<file path="src/spsim_pkg.sv">
// Package for the serial port status and interrupt mask block.
// Assumes a 32-bit APB with byte addressing; one register per aligned word.
package spsim_pkg;

	// Register byte offsets
	localparam logic [7:0] OFF_COMMAND  = 8'h00;
	localparam logic [7:0] OFF_IRQ_EN   = 8'h08;
	localparam logic [7:0] OFF_IRQ_DIS  = 8'h0C;
	localparam logic [7:0] OFF_MASK     = 8'h10;
	localparam logic [7:0] OFF_STATUS   = 8'h14;
	localparam logic [7:0] OFF_RX_HOLD  = 8'h18;
	localparam logic [7:0] OFF_TX_HOLD  = 8'h1C;
	localparam logic [7:0] OFF_IDLE_TOV = 8'h24;

	// Status and mask bit positions
	localparam int ST_RX_AVAIL  = 0;
	localparam int ST_TX_FREE   = 1;
	localparam int ST_BREAK     = 2;
	localparam int ST_RX_DMA_END = 3;
	localparam int ST_TX_DMA_END = 4;
	localparam int ST_OVERRUN   = 5;
	localparam int ST_FRAMING   = 6;
	localparam int ST_PARITY    = 7;
	localparam int ST_TIMEOUT   = 8;
	localparam int ST_TX_DRAINED = 9;
	localparam int ST_REPEAT    = 10;
	localparam int ST_TX_BUF_EMPTY = 11;
	localparam int ST_RX_BUF_FULL  = 12;
	localparam int ST_NAK       = 13;
	localparam int ST_CHG_LSB   = 16;
	localparam int ST_IMG_LSB   = 20;

	// Command register bit positions
	localparam int CMD_RX_ON      = 4;
	localparam int CMD_RX_OFF     = 5;
	localparam int CMD_TX_ON      = 6;
	localparam int CMD_TX_OFF     = 7;
	localparam int CMD_CLR_STATUS = 8;
	localparam int CMD_BREAK      = 9;
	localparam int CMD_ARM_IDLE   = 11;
	localparam int CMD_CLR_REPEAT = 10;
	localparam int CMD_CLR_NAK    = 14;

	// Widths, valid bits and values after reset
	localparam int MASK_W = 20;
	localparam int TOV_W  = 16;
	localparam int CHR_W  = 9;
	localparam logic [MASK_W-1:0] MASK_VALID = 20'hF3FFF;
	localparam logic [MASK_W-1:0] MASK_RST   = 20'h00000;
	localparam logic [TOV_W-1:0]  TOV_RST    = 16'h0000;

	// Receiver events from the character engine
	typedef struct packed {
		logic             char_done;
		logic [CHR_W-1:0] char_data;
		logic             busy;
		logic             break_evt;
		logic             stop_low;
		logic             parity_fail;
		logic             bit_tick;
	} spsim_rx_evt_t;

	// Transmitter state from the shifter
	typedef struct packed {
		logic shift_take;
		logic shift_busy;
		logic break_started;
		logic repeat_limit;
		logic nak_seen;
	} spsim_tx_evt_t;

	// Live signals of the peripheral DMA channels
	typedef struct packed {
		logic rx_dma_transfer_done;
		logic tx_dma_transfer_done;
		logic tx_dma_buffer_empty;
		logic rx_dma_buffer_full;
	} spsim_dma_t;

	// Modem inputs, bit 0 ring, 1 set ready, 2 carrier, 3 clear to send
	typedef logic [3:0] spsim_modem_t;

endpackage

</file>
<file path="src/spsim_core.sv">
// Status flags, interrupt mask and APB register file of a serial port.
// Assumes character engines outside deliver one-cycle event pulses on SYS_CLK.
//
// Behaviour
// - mask view register shows per-source interrupt permission, same bits as status bits 0-19; image bits 20-23 have no mask.
// - rx char available sets on full character, clears on holding read or disable.
// - char in progress at rx disable makes rx ready 1 on re-enable.
// - tx free is 0 while char pending, break pending or disabled.
// - tx free reads 1 only while enabled with no character or break waiting in tx holding.
// - break flag latches break or break end until clear status.
// - bit 3 shows live rx DMA transfer done.
// - bit 4 shows live tx DMA transfer done.
// - overrun flag sets on overrun, holds until clear status.
// - framing flag sets on low stop bit, holds until clear status.
// - parity flag sets on parity fail, holds until clear status.
// - timeout flag sets after armed timer expires; zero while value zero.
// - tx drained is 1 only with holding and shifter empty; 0 disabled.
// - repeat limit flag latches until clear repeat limit command.
// - bit 11 shows live tx DMA buffer empty.
// - bit 12 shows live rx DMA buffer full.
// - nak flag latches until clear nak command.
// - modem line change flags bits 16-19; status read clears them.
// - bits 20-23 show present modem input levels.
// - enable write sets mask bits, disable write clears, zeros ignored.
// - carrier image reads 1 high, 0 low.
//
// The register addresses and the APB slave port were decided locally.
`timescale 1ns/1ns
module spsim_core
	import spsim_pkg::*;
(
	input  wire logic          SYS_CLK,
	input  wire logic          RST,
	input  wire logic          PSEL,
	input  wire logic          PENABLE,
	input  wire logic          PWRITE,
	input  wire logic [7:0]    PADDR,
	input  wire logic [31:0]   PWDATA,
	output logic               PREADY,
	output logic [31:0]        PRDATA,
	output logic               PSLVERR,
	input  wire spsim_rx_evt_t RX_EVT,
	input  wire spsim_tx_evt_t TX_EVT,
	input  wire spsim_dma_t    DMA,
	input  wire spsim_modem_t  MODEM,
	output logic               RX_ENABLE,
	output logic               TX_ENABLE,
	output logic               TX_CHAR_VALID,
	output logic [CHR_W-1:0]   TX_CHAR_DATA,
	output logic               BREAK_REQ,
	output logic               IRQ
);

	// Sticky flag: a set in the clearing cycle wins
	function automatic logic sticky(input logic q, input logic set, input logic clr);
		sticky = set | (q & ~clr);
	endfunction

	logic                 pready_reg;
	logic [31:0]          prdata_reg;
	logic                 pslverr_reg;
	logic [MASK_W-1:0]    mask_reg;
	logic [TOV_W-1:0]     tov_reg;
	logic [TOV_W-1:0]     tcnt_reg;
	logic                 tarmed_reg;
	logic                 rx_en_reg;
	logic                 tx_en_reg;
	logic                 resume_reg;
	logic                 rx_avail_reg;
	logic [CHR_W-1:0]     rx_data_reg;
	logic                 rx_keep_reg;
	logic                 tx_pend_reg;
	logic [CHR_W-1:0]     tx_data_reg;
	logic                 brk_pend_reg;
	logic                 brk_reg;
	logic                 ovr_reg;
	logic                 frm_reg;
	logic                 par_reg;
	logic                 tmo_reg;
	logic                 rep_reg;
	logic                 nak_reg;
	logic [3:0]           chg_reg;
	logic [3:0]           chg_snap_reg;
	logic [3:0]           modem_prev_reg;
	logic                 primed_reg;
	logic                 irq_reg;
	logic [31:0]          stat_vec;

	// APB phase and address decode
	wire setup_ph  = PSEL & ~PENABLE;
	wire access_ok = PSEL & PENABLE & pready_reg;
	wire wr_acc    = access_ok & PWRITE;
	wire rd_acc    = access_ok & ~PWRITE;
	wire hit_cmd   = (PADDR == OFF_COMMAND);
	wire hit_ien   = (PADDR == OFF_IRQ_EN);
	wire hit_idis  = (PADDR == OFF_IRQ_DIS);
	wire hit_mask  = (PADDR == OFF_MASK);
	wire hit_stat  = (PADDR == OFF_STATUS);
	wire hit_rxh   = (PADDR == OFF_RX_HOLD);
	wire hit_txh   = (PADDR == OFF_TX_HOLD);
	wire hit_tov   = (PADDR == OFF_IDLE_TOV);
	wire mapped    = hit_cmd | hit_ien | hit_idis | hit_mask | hit_stat | hit_rxh | hit_txh
		| hit_tov;

	// Commands, only on a write access phase
	wire cmd_wr     = wr_acc & hit_cmd;
	wire rx_on      = cmd_wr & PWDATA[CMD_RX_ON];
	wire rx_off     = cmd_wr & PWDATA[CMD_RX_OFF];
	wire tx_on      = cmd_wr & PWDATA[CMD_TX_ON];
	wire tx_off     = cmd_wr & PWDATA[CMD_TX_OFF];
	wire clr_status = cmd_wr & PWDATA[CMD_CLR_STATUS];
	wire begin_brk  = cmd_wr & PWDATA[CMD_BREAK];
	wire arm_idle   = cmd_wr & PWDATA[CMD_ARM_IDLE];
	wire clr_repeat = cmd_wr & PWDATA[CMD_CLR_REPEAT];
	wire clr_nak    = cmd_wr & PWDATA[CMD_CLR_NAK];

	// Enables: disable wins when both bits are written together
	wire rx_en_next = ~rx_off & (rx_on | rx_en_reg);
	wire tx_en_next = ~tx_off & (tx_on | tx_en_reg);

	// Received characters only count while the receiver runs
	wire char_in    = RX_EVT.char_done & rx_en_reg;
	wire rxh_read   = rd_acc & hit_rxh & ~rx_keep_reg;
	wire overrun    = char_in & rx_avail_reg & ~rxh_read;
	wire resume_set = resume_reg & rx_on & ~rx_en_reg;

	// Transmit side
	wire txh_write  = wr_acc & hit_txh & tx_en_reg;
	wire tx_free    = tx_en_reg & ~tx_pend_reg & ~brk_pend_reg;
	wire tx_drained = tx_en_reg & ~tx_pend_reg & ~TX_EVT.shift_busy;

	// Idle timer expires on the last bit tick of an armed count
	wire tmo_zero   = (tov_reg == TOV_RST);
	wire tmo_expire = tarmed_reg & RX_EVT.bit_tick & (tcnt_reg == 16'h0001);

	// Modem change detect, quiet until the first sample is taken
	wire [3:0] modem_chg = {4{primed_reg}} & (MODEM ^ modem_prev_reg);
	wire stat_read  = rd_acc & hit_stat;

	// Status image assembly
	always_comb begin
		stat_vec                    = 32'h00000000;
		stat_vec[ST_RX_AVAIL]       = rx_avail_reg;
		stat_vec[ST_TX_FREE]        = tx_free;
		stat_vec[ST_BREAK]          = brk_reg;
		stat_vec[ST_RX_DMA_END]     = DMA.rx_dma_transfer_done;
		stat_vec[ST_TX_DMA_END]     = DMA.tx_dma_transfer_done;
		stat_vec[ST_OVERRUN]        = ovr_reg;
		stat_vec[ST_FRAMING]        = frm_reg;
		stat_vec[ST_PARITY]         = par_reg;
		stat_vec[ST_TIMEOUT]        = tmo_reg;
		stat_vec[ST_TX_DRAINED]     = tx_drained;
		stat_vec[ST_REPEAT]         = rep_reg;
		stat_vec[ST_TX_BUF_EMPTY]   = DMA.tx_dma_buffer_empty;
		stat_vec[ST_RX_BUF_FULL]    = DMA.rx_dma_buffer_full;
		stat_vec[ST_NAK]            = nak_reg;
		stat_vec[ST_CHG_LSB+:4]     = chg_reg;
		stat_vec[ST_IMG_LSB+:4]     = MODEM;
	end

	// Read mux, sampled in the setup cycle
	wire [31:0] rd_mux =
		hit_stat ? stat_vec :
		hit_mask ? {12'h000, mask_reg} :
		hit_rxh  ? {23'h000000, rx_data_reg} :
		hit_tov  ? {16'h0000, tov_reg} : 32'h00000000;

	// APB slave: one wait-free access phase, answer from flops
	always_ff @(posedge SYS_CLK) begin
		if (RST) begin
			pready_reg  <= 1'b0;
			prdata_reg  <= 32'h00000000;
			pslverr_reg <= 1'b0;
		end else begin
			pready_reg  <= setup_ph;
			prdata_reg  <= (setup_ph & ~PWRITE) ? rd_mux : 32'h00000000;
			pslverr_reg <= setup_ph & ~mapped;
		end
	end

	// Mask and timer value registers
	always_ff @(posedge SYS_CLK) begin
		if (RST) begin
			mask_reg <= MASK_RST;
			tov_reg  <= TOV_RST;
		end else begin
			if (wr_acc & hit_ien)
				mask_reg <= mask_reg | (PWDATA[MASK_W-1:0] & MASK_VALID);
			else if (wr_acc & hit_idis)
				mask_reg <= mask_reg & ~PWDATA[MASK_W-1:0];
			if (wr_acc & hit_tov)
				tov_reg <= PWDATA[TOV_W-1:0];
		end
	end

	// Enables and the resume marker for a character cut short
	always_ff @(posedge SYS_CLK) begin
		if (RST) begin
			rx_en_reg  <= 1'b0;
			tx_en_reg  <= 1'b0;
			resume_reg <= 1'b0;
		end else begin
			rx_en_reg  <= rx_en_next;
			tx_en_reg  <= tx_en_next;
			if (rx_off & rx_en_reg)
				resume_reg <= RX_EVT.busy;
			else if (rx_on)
				resume_reg <= 1'b0;
		end
	end

	// Receive holding; a char landing in the read setup cycle keeps its flag
	always_ff @(posedge SYS_CLK) begin
		if (RST) begin
			rx_avail_reg <= 1'b0;
			rx_data_reg  <= '0;
			rx_keep_reg  <= 1'b0;
		end else begin
			rx_keep_reg <= setup_ph & ~PWRITE & hit_rxh & char_in;
			if (char_in)
				rx_data_reg <= RX_EVT.char_data;
			// set on char, clear on read or off
			rx_avail_reg <= (rx_en_next | resume_set)
				& sticky(rx_avail_reg, char_in | resume_set, rxh_read);
		end
	end

	// Transmit holding and break request; disabling drops both
	always_ff @(posedge SYS_CLK) begin
		if (RST) begin
			tx_pend_reg  <= 1'b0;
			tx_data_reg  <= '0;
			brk_pend_reg <= 1'b0;
		end else begin
			if (txh_write)
				tx_data_reg <= PWDATA[CHR_W-1:0];
			tx_pend_reg  <= tx_en_next & sticky(tx_pend_reg, txh_write, TX_EVT.shift_take);
			brk_pend_reg <= tx_en_next & sticky(brk_pend_reg, begin_brk & tx_en_reg,
				TX_EVT.break_started);
		end
	end

	// Sticky error flags with their clearing commands, and the interrupt
	always_ff @(posedge SYS_CLK) begin
		if (RST) begin
			irq_reg <= 1'b0;
			brk_reg <= 1'b0;
			ovr_reg <= 1'b0;
			frm_reg <= 1'b0;
			par_reg <= 1'b0;
			rep_reg <= 1'b0;
			nak_reg <= 1'b0;
		end else begin
			brk_reg <= sticky(brk_reg, RX_EVT.break_evt, clr_status);
			ovr_reg <= sticky(ovr_reg, overrun, clr_status);
			frm_reg <= sticky(frm_reg, RX_EVT.stop_low, clr_status);
			par_reg <= sticky(par_reg, RX_EVT.parity_fail, clr_status);
			rep_reg <= sticky(rep_reg, TX_EVT.repeat_limit, clr_repeat);
			nak_reg <= sticky(nak_reg, TX_EVT.nak_seen, clr_nak);
			irq_reg <= |(stat_vec[MASK_W-1:0] & mask_reg);
		end
	end

	// Idle timer, counted in bit periods from the arm command
	always_ff @(posedge SYS_CLK) begin
		if (RST) begin
			tcnt_reg   <= TOV_RST;
			tarmed_reg <= 1'b0;
			tmo_reg    <= 1'b0;
		end else begin
			if (arm_idle) begin
				tcnt_reg   <= tov_reg;
				tarmed_reg <= ~tmo_zero;
			end else if (tmo_expire)
				tarmed_reg <= 1'b0;
			else if (tarmed_reg & RX_EVT.bit_tick)
				tcnt_reg <= tcnt_reg - 16'h0001;
			// expiry sets, zero value forces low
			tmo_reg <= ~tmo_zero & sticky(tmo_reg, tmo_expire, arm_idle);
		end
	end

	// Modem change flags; a read clears only what it reported
	always_ff @(posedge SYS_CLK) begin
		if (RST) begin
			chg_reg        <= 4'h0;
			chg_snap_reg   <= 4'h0;
			modem_prev_reg <= 4'h0;
			primed_reg     <= 1'b0;
		end else begin
			modem_prev_reg <= MODEM;
			primed_reg     <= 1'b1;
			chg_snap_reg   <= (setup_ph & ~PWRITE & hit_stat) ? chg_reg : 4'h0;
			chg_reg <= modem_chg | (chg_reg & ~({4{stat_read}} & chg_snap_reg));
		end
	end

	assign PREADY        = pready_reg;
	assign PRDATA        = prdata_reg;
	assign PSLVERR       = pslverr_reg;
	assign RX_ENABLE     = rx_en_reg;
	assign TX_ENABLE     = tx_en_reg;
	assign TX_CHAR_VALID = tx_pend_reg;
	assign TX_CHAR_DATA  = tx_data_reg;
	assign BREAK_REQ     = brk_pend_reg;
	assign IRQ           = irq_reg;

	mask_view_a: assert property (@(posedge SYS_CLK) disable iff (RST)
		setup_ph & ~PWRITE & hit_mask |=> PRDATA == {12'h000, $past(mask_reg)})
		else $error("mask view read mismatch");
	rx_avail_set_a: assert property (@(posedge SYS_CLK) disable iff (RST)
		char_in & ~rx_off |=> rx_avail_reg)
		else $error("rx ready not set by character");
	rx_resume_a: assert property (@(posedge SYS_CLK) disable iff (RST)
		resume_reg & rx_on & ~rx_off & ~rx_en_reg |=> rx_avail_reg)
		else $error("rx ready not forced on re-enable");
	tx_free_a: assert property (@(posedge SYS_CLK) disable iff (RST)
		txh_write & ~tx_off |=> ~stat_vec[ST_TX_FREE] && TX_CHAR_VALID)
		else $error("tx free high with char pending");
	break_hold_a: assert property (@(posedge SYS_CLK) disable iff (RST)
		brk_reg & ~clr_status |=> brk_reg)
		else $error("break flag lost without clear");
	dma_live_a: assert property (@(posedge SYS_CLK) disable iff (RST)
		setup_ph & ~PWRITE & hit_stat
		|=> PRDATA[ST_RX_DMA_END] == $past(DMA.rx_dma_transfer_done))
		else $error("dma live bit missing from status read");
	tmo_zero_a: assert property (@(posedge SYS_CLK) disable iff (RST)
		$past(tmo_zero) & tmo_zero |-> ~tmo_reg)
		else $error("timeout set with zero value");
	drained_off_a: assert property (@(posedge SYS_CLK) disable iff (RST)
		~tx_en_reg |-> ~stat_vec[ST_TX_DRAINED] && ~stat_vec[ST_TX_FREE])
		else $error("tx status high while disabled");
	modem_chg_a: assert property (@(posedge SYS_CLK) disable iff (RST)
		primed_reg && MODEM[3] != $past(MODEM[3]) |=> chg_reg[3])
		else $error("modem change not flagged");
	mask_en_a: assert property (@(posedge SYS_CLK) disable iff (RST)
		wr_acc & hit_ien & PWDATA[ST_NAK] |=> mask_reg[ST_NAK])
		else $error("enable write did not set mask");
	irq_out_a: assert property (@(posedge SYS_CLK) disable iff (RST)
		(tx_free & mask_reg[ST_TX_FREE]) | (rx_avail_reg & mask_reg[ST_RX_AVAIL]) |=> IRQ)
		else $error("interrupt not raised");

endmodule

</file>
<file path="config.mk">
export PLATFORM = sky130hd
export DESIGN_NAME = spsim_core
export DESIGN_NICKNAME = d
export VERILOG_FILES = /design/src/spsim_pkg.sv /design/src/spsim_core.sv
export SDC_FILE = /design/constraint.sdc
export NUM_CORES = 1
export LEC_CHECK = 0
export BUFFER_PORTS_ARGS = -buffer_cell sky130_fd_sc_hd__buf_2
export CORE_MARGIN = 4
export CORE_UTILIZATION = 55
export CTS_BUF_LIST = sky130_fd_sc_hd__clkbuf_4 sky130_fd_sc_hd__clkbuf_8
export CTS_CLUSTER_DIAMETER = 40
export DETAILED_ROUTE_END_ITERATION = 8
export PLACE_DENSITY = 0.8
export REMOVE_ABC_BUFFERS = 1
export SETUP_SLACK_MARGIN = 0.02
export SLEW_MARGIN = 20
export SYNTH_ARGS = -nofsm -noshare
export SYNTH_HDL_FRONTEND = slang
export SYNTH_SLANG_ARGS = --single-unit
</file>
<file path="constraint.sdc">
create_clock -name SYS_CLK -period 3.15 [get_ports SYS_CLK]
set_input_delay 0.4725 -clock SYS_CLK [delete_from_list [all_inputs] [get_ports SYS_CLK]]
set_output_delay 0.4725 -clock SYS_CLK [all_outputs]
set_load 0.1 [all_outputs]
</file>
==> flow_summary.yaml <==
run_status:
  status: "completed"
power:
  p_per_area_mw_per_mm2: 530
  pwr-share-seq: 0.477
  switching_share: 0.251
  power_switching_uw: 844
  max-vdd-ir-drop_uv: 305
  intPower_uw: 2520
  power_frac_comb: 0.055
  p_leak_uw: 0.00253
  power_frac_clock: 0.468
critical_path:
  cp_data_required_time_ps: 3530
  cp-start-kind: "register"
  cp-end-kind: "register"
  arrival_ps: 2630
  path_class: "register to register"
  path_max_fanout: 14
cts:
  cts_tree: "built"
  cts_max_level: 4
  clk_path_buf_depth: 2
  numCtsBuffers: 17
  post-cts-setup-buffer-count: 0
  clk_pin_slew_ps: 80
  cts_resized: 0
  clk-insertion-delay-late_ps: 430
  cts.sinks: 125
  cts_hold_buffers: 0
  root_buffer: "clkbuf_8"
logic_synthesis:
  synthFlopType: "dfxtp_1"
  syn_area_mm2: 0.00532
  syn_area_per_cell_um2: 8.53
  yosys-top-cells-area: "dfxtp_1, a21oi_1, nand2_1"
  syn_inst: 624
  yosysWarnings: 0
  synth_edf_count: 0
  ys_ff_latch: 125
  synth_top_area_share: 0.470
  synth_largest_area_cell: "dfxtp_1"
  ys_async_sr_fraction: 0
  synth.distinct_cells: 58
  synth_seq_area_share: 0.470
cells_and_area:
  layout_commonest_cell: "dfxtp_1"
  areaGrowthSynthToFinish_pct: 19.2
  drive_above_1_share: 0.215
  final_nets: 791
  final_cell_mix: "dfxtp_1, buf_2, nand2_1"
  num_antenna_cells: 0
timing:
  relSlewSlack: 0.422
  finClkSkew_ps: 7.42
  fin_ws_ps: 896
  tns_ps: 0
  setup_viol: 0
  worstMarginPinSlew_ps: 865
  final-max-slew-violation-count: 0
  layout_min_cycle_time_ps: 2250
  rsz0062_at_grt: "false"
  hold_viol_final: 0
  fmax_mhz: 444
  whs_ps: 239
  period_share: 0.716
detailed_routing:
  via_count: 5303
  drt_iter0_markers: 525
  drc: 0
  routed_wl_um: 15600
  post_drt_wl_per_cell_um: 18.2
  ant_nets: 0
  dr.pass1.iters: 5
  vias_per_cell: 6.18
global_route:
  antenna_found_initial: 0
  grt_pass1_wl_um: 24800
  grt_overflow_total: 0
  grt_usage: 0.275
  grt_max_degree: 42
  grt_pass1_vias: 5028
placement:
  place.port_buffers: 100
  place_ws_ps: 593
  gp_congestion: 0.915
  dp_hpwl_um: 11200
floorplan:
  die_area_mm2: 0.0113
  die-width_um: 106
  start_util: 0.571
  row_count: 35
  die_y_um: 106
  core_mm2: 0.00933
  ioPinCount: 121
worst_hold_path:
  worstHoldPathType: "input port to register"
job:
  drv_cap: 0
## layout make-up
cell class,count,area (um^2)
Clock inverter,15,209
Inverter,13,48.8
Clock buffer,17,234
Multi-Input combinational cell,446,2590
Tap cell,129,161
Timing Repair Buffer,113,598
Fill cell,774,2980
Sequential cell,125,2500
## power by group through the flow
| stage | sequential (uW) | combinational (uW) | clock [uW] |
|---|---|---|---|
| final | 1600 | 185 | 1570 |
| after global routing | 1600 | 196 | 1660 |
| after CTS | 1600 | 181 | 1580 |
| after detailed placement | 1640 | 180 | 0 |
| after global placement | 1640 | 178 | 0 |
| after floorplan | 1640 | 76.3 | 0 |
## metrics by stage
step | area, um^2 | power, uW | cells | util
4_1_cts | 6340 | 3360 | 858 | 0.680
3_3_place_gp | 5900 | 1820 | 826 | 0.633
5_1_grt | 6340 | 3460 | 858 | 0.680
3_5_place_dp | 5900 | 1820 | 826 | 0.633
2_1_floorplan | 5140 | 1720 | 584 | -
6_report | 6340 | 3360 | 858 | 0.680
## critical path, cell delays in order (launching register included)
cell	delay, ps
dfxtp_1	380
and4_1	510
nand4_1	300
nor2_1	740
a221o_1	270
## synthesized netlist by cell type, drive strengths merged, types with 4 or more instances
library cell	number
and2	14
nor3	26
a22oi	19
or4	5
buf	18
nor2b	5
nor2	17
nand3	26
nor4b	6
o211ai	15
a21oi	68
a21o	6
inv	13
nor4	11
o21ai	26
or4b	4
or3	10
clkbuf	29
nand2	85
dfxtp	125
a22o	6
and4	5
nand4	15
and3	25
xor2	4
## logic make-up (layout without fill, tap and decap cells)
| logic type | after synthesis | after routing | synth area share |
|---|---|---|---|
| and+or+nand+nor | 260 | 260 | 0.261 |
| AOI/OAI and AO/OA | 172 | 172 | 0.208 |
| DFF | 125 | 125 | 0.470 |
| buffers and inverters | 60 | 158 | 0.0491 |
| xor gates and xnor gates | 4 | 4 | 0.00658 |
| adders and majority gates | 2 | 2 | 0.00470 |
| other | 1 | 8 | 0.000705 |
## path summary, 6_finish.rpt
kind | from | endpoint | slack [ps] | cells after the start
hold / removal | TX_EVT[3] | PRDATA[9]$_SDFF_PP0_ | 240 | 2
setup / recovery | PREADY$_SDFF_PP0_ | tcnt_reg[11]$_SDFFE_PP0P_ | 900 | 4
setup reg to reg | PREADY$_SDFF_PP0_ | tcnt_reg[11]$_SDFFE_PP0P_ | 900 | 4
hold reg to reg | rx_data_reg[0]$_SDFFE_PP0P_ | rx_data_reg[0]$_SDFFE_PP0P_ | 460 | 2
## routing by layer
layer	routed length [um]	global-route usage	up-vias
li1	-	-	2470
met1	6590	0.366	2498
met2	7050	0.432	298
met3	1580	0.0656	37
met4	380	0.106	0
met5	0	0	-
Power figures use the tool's default switching activity.
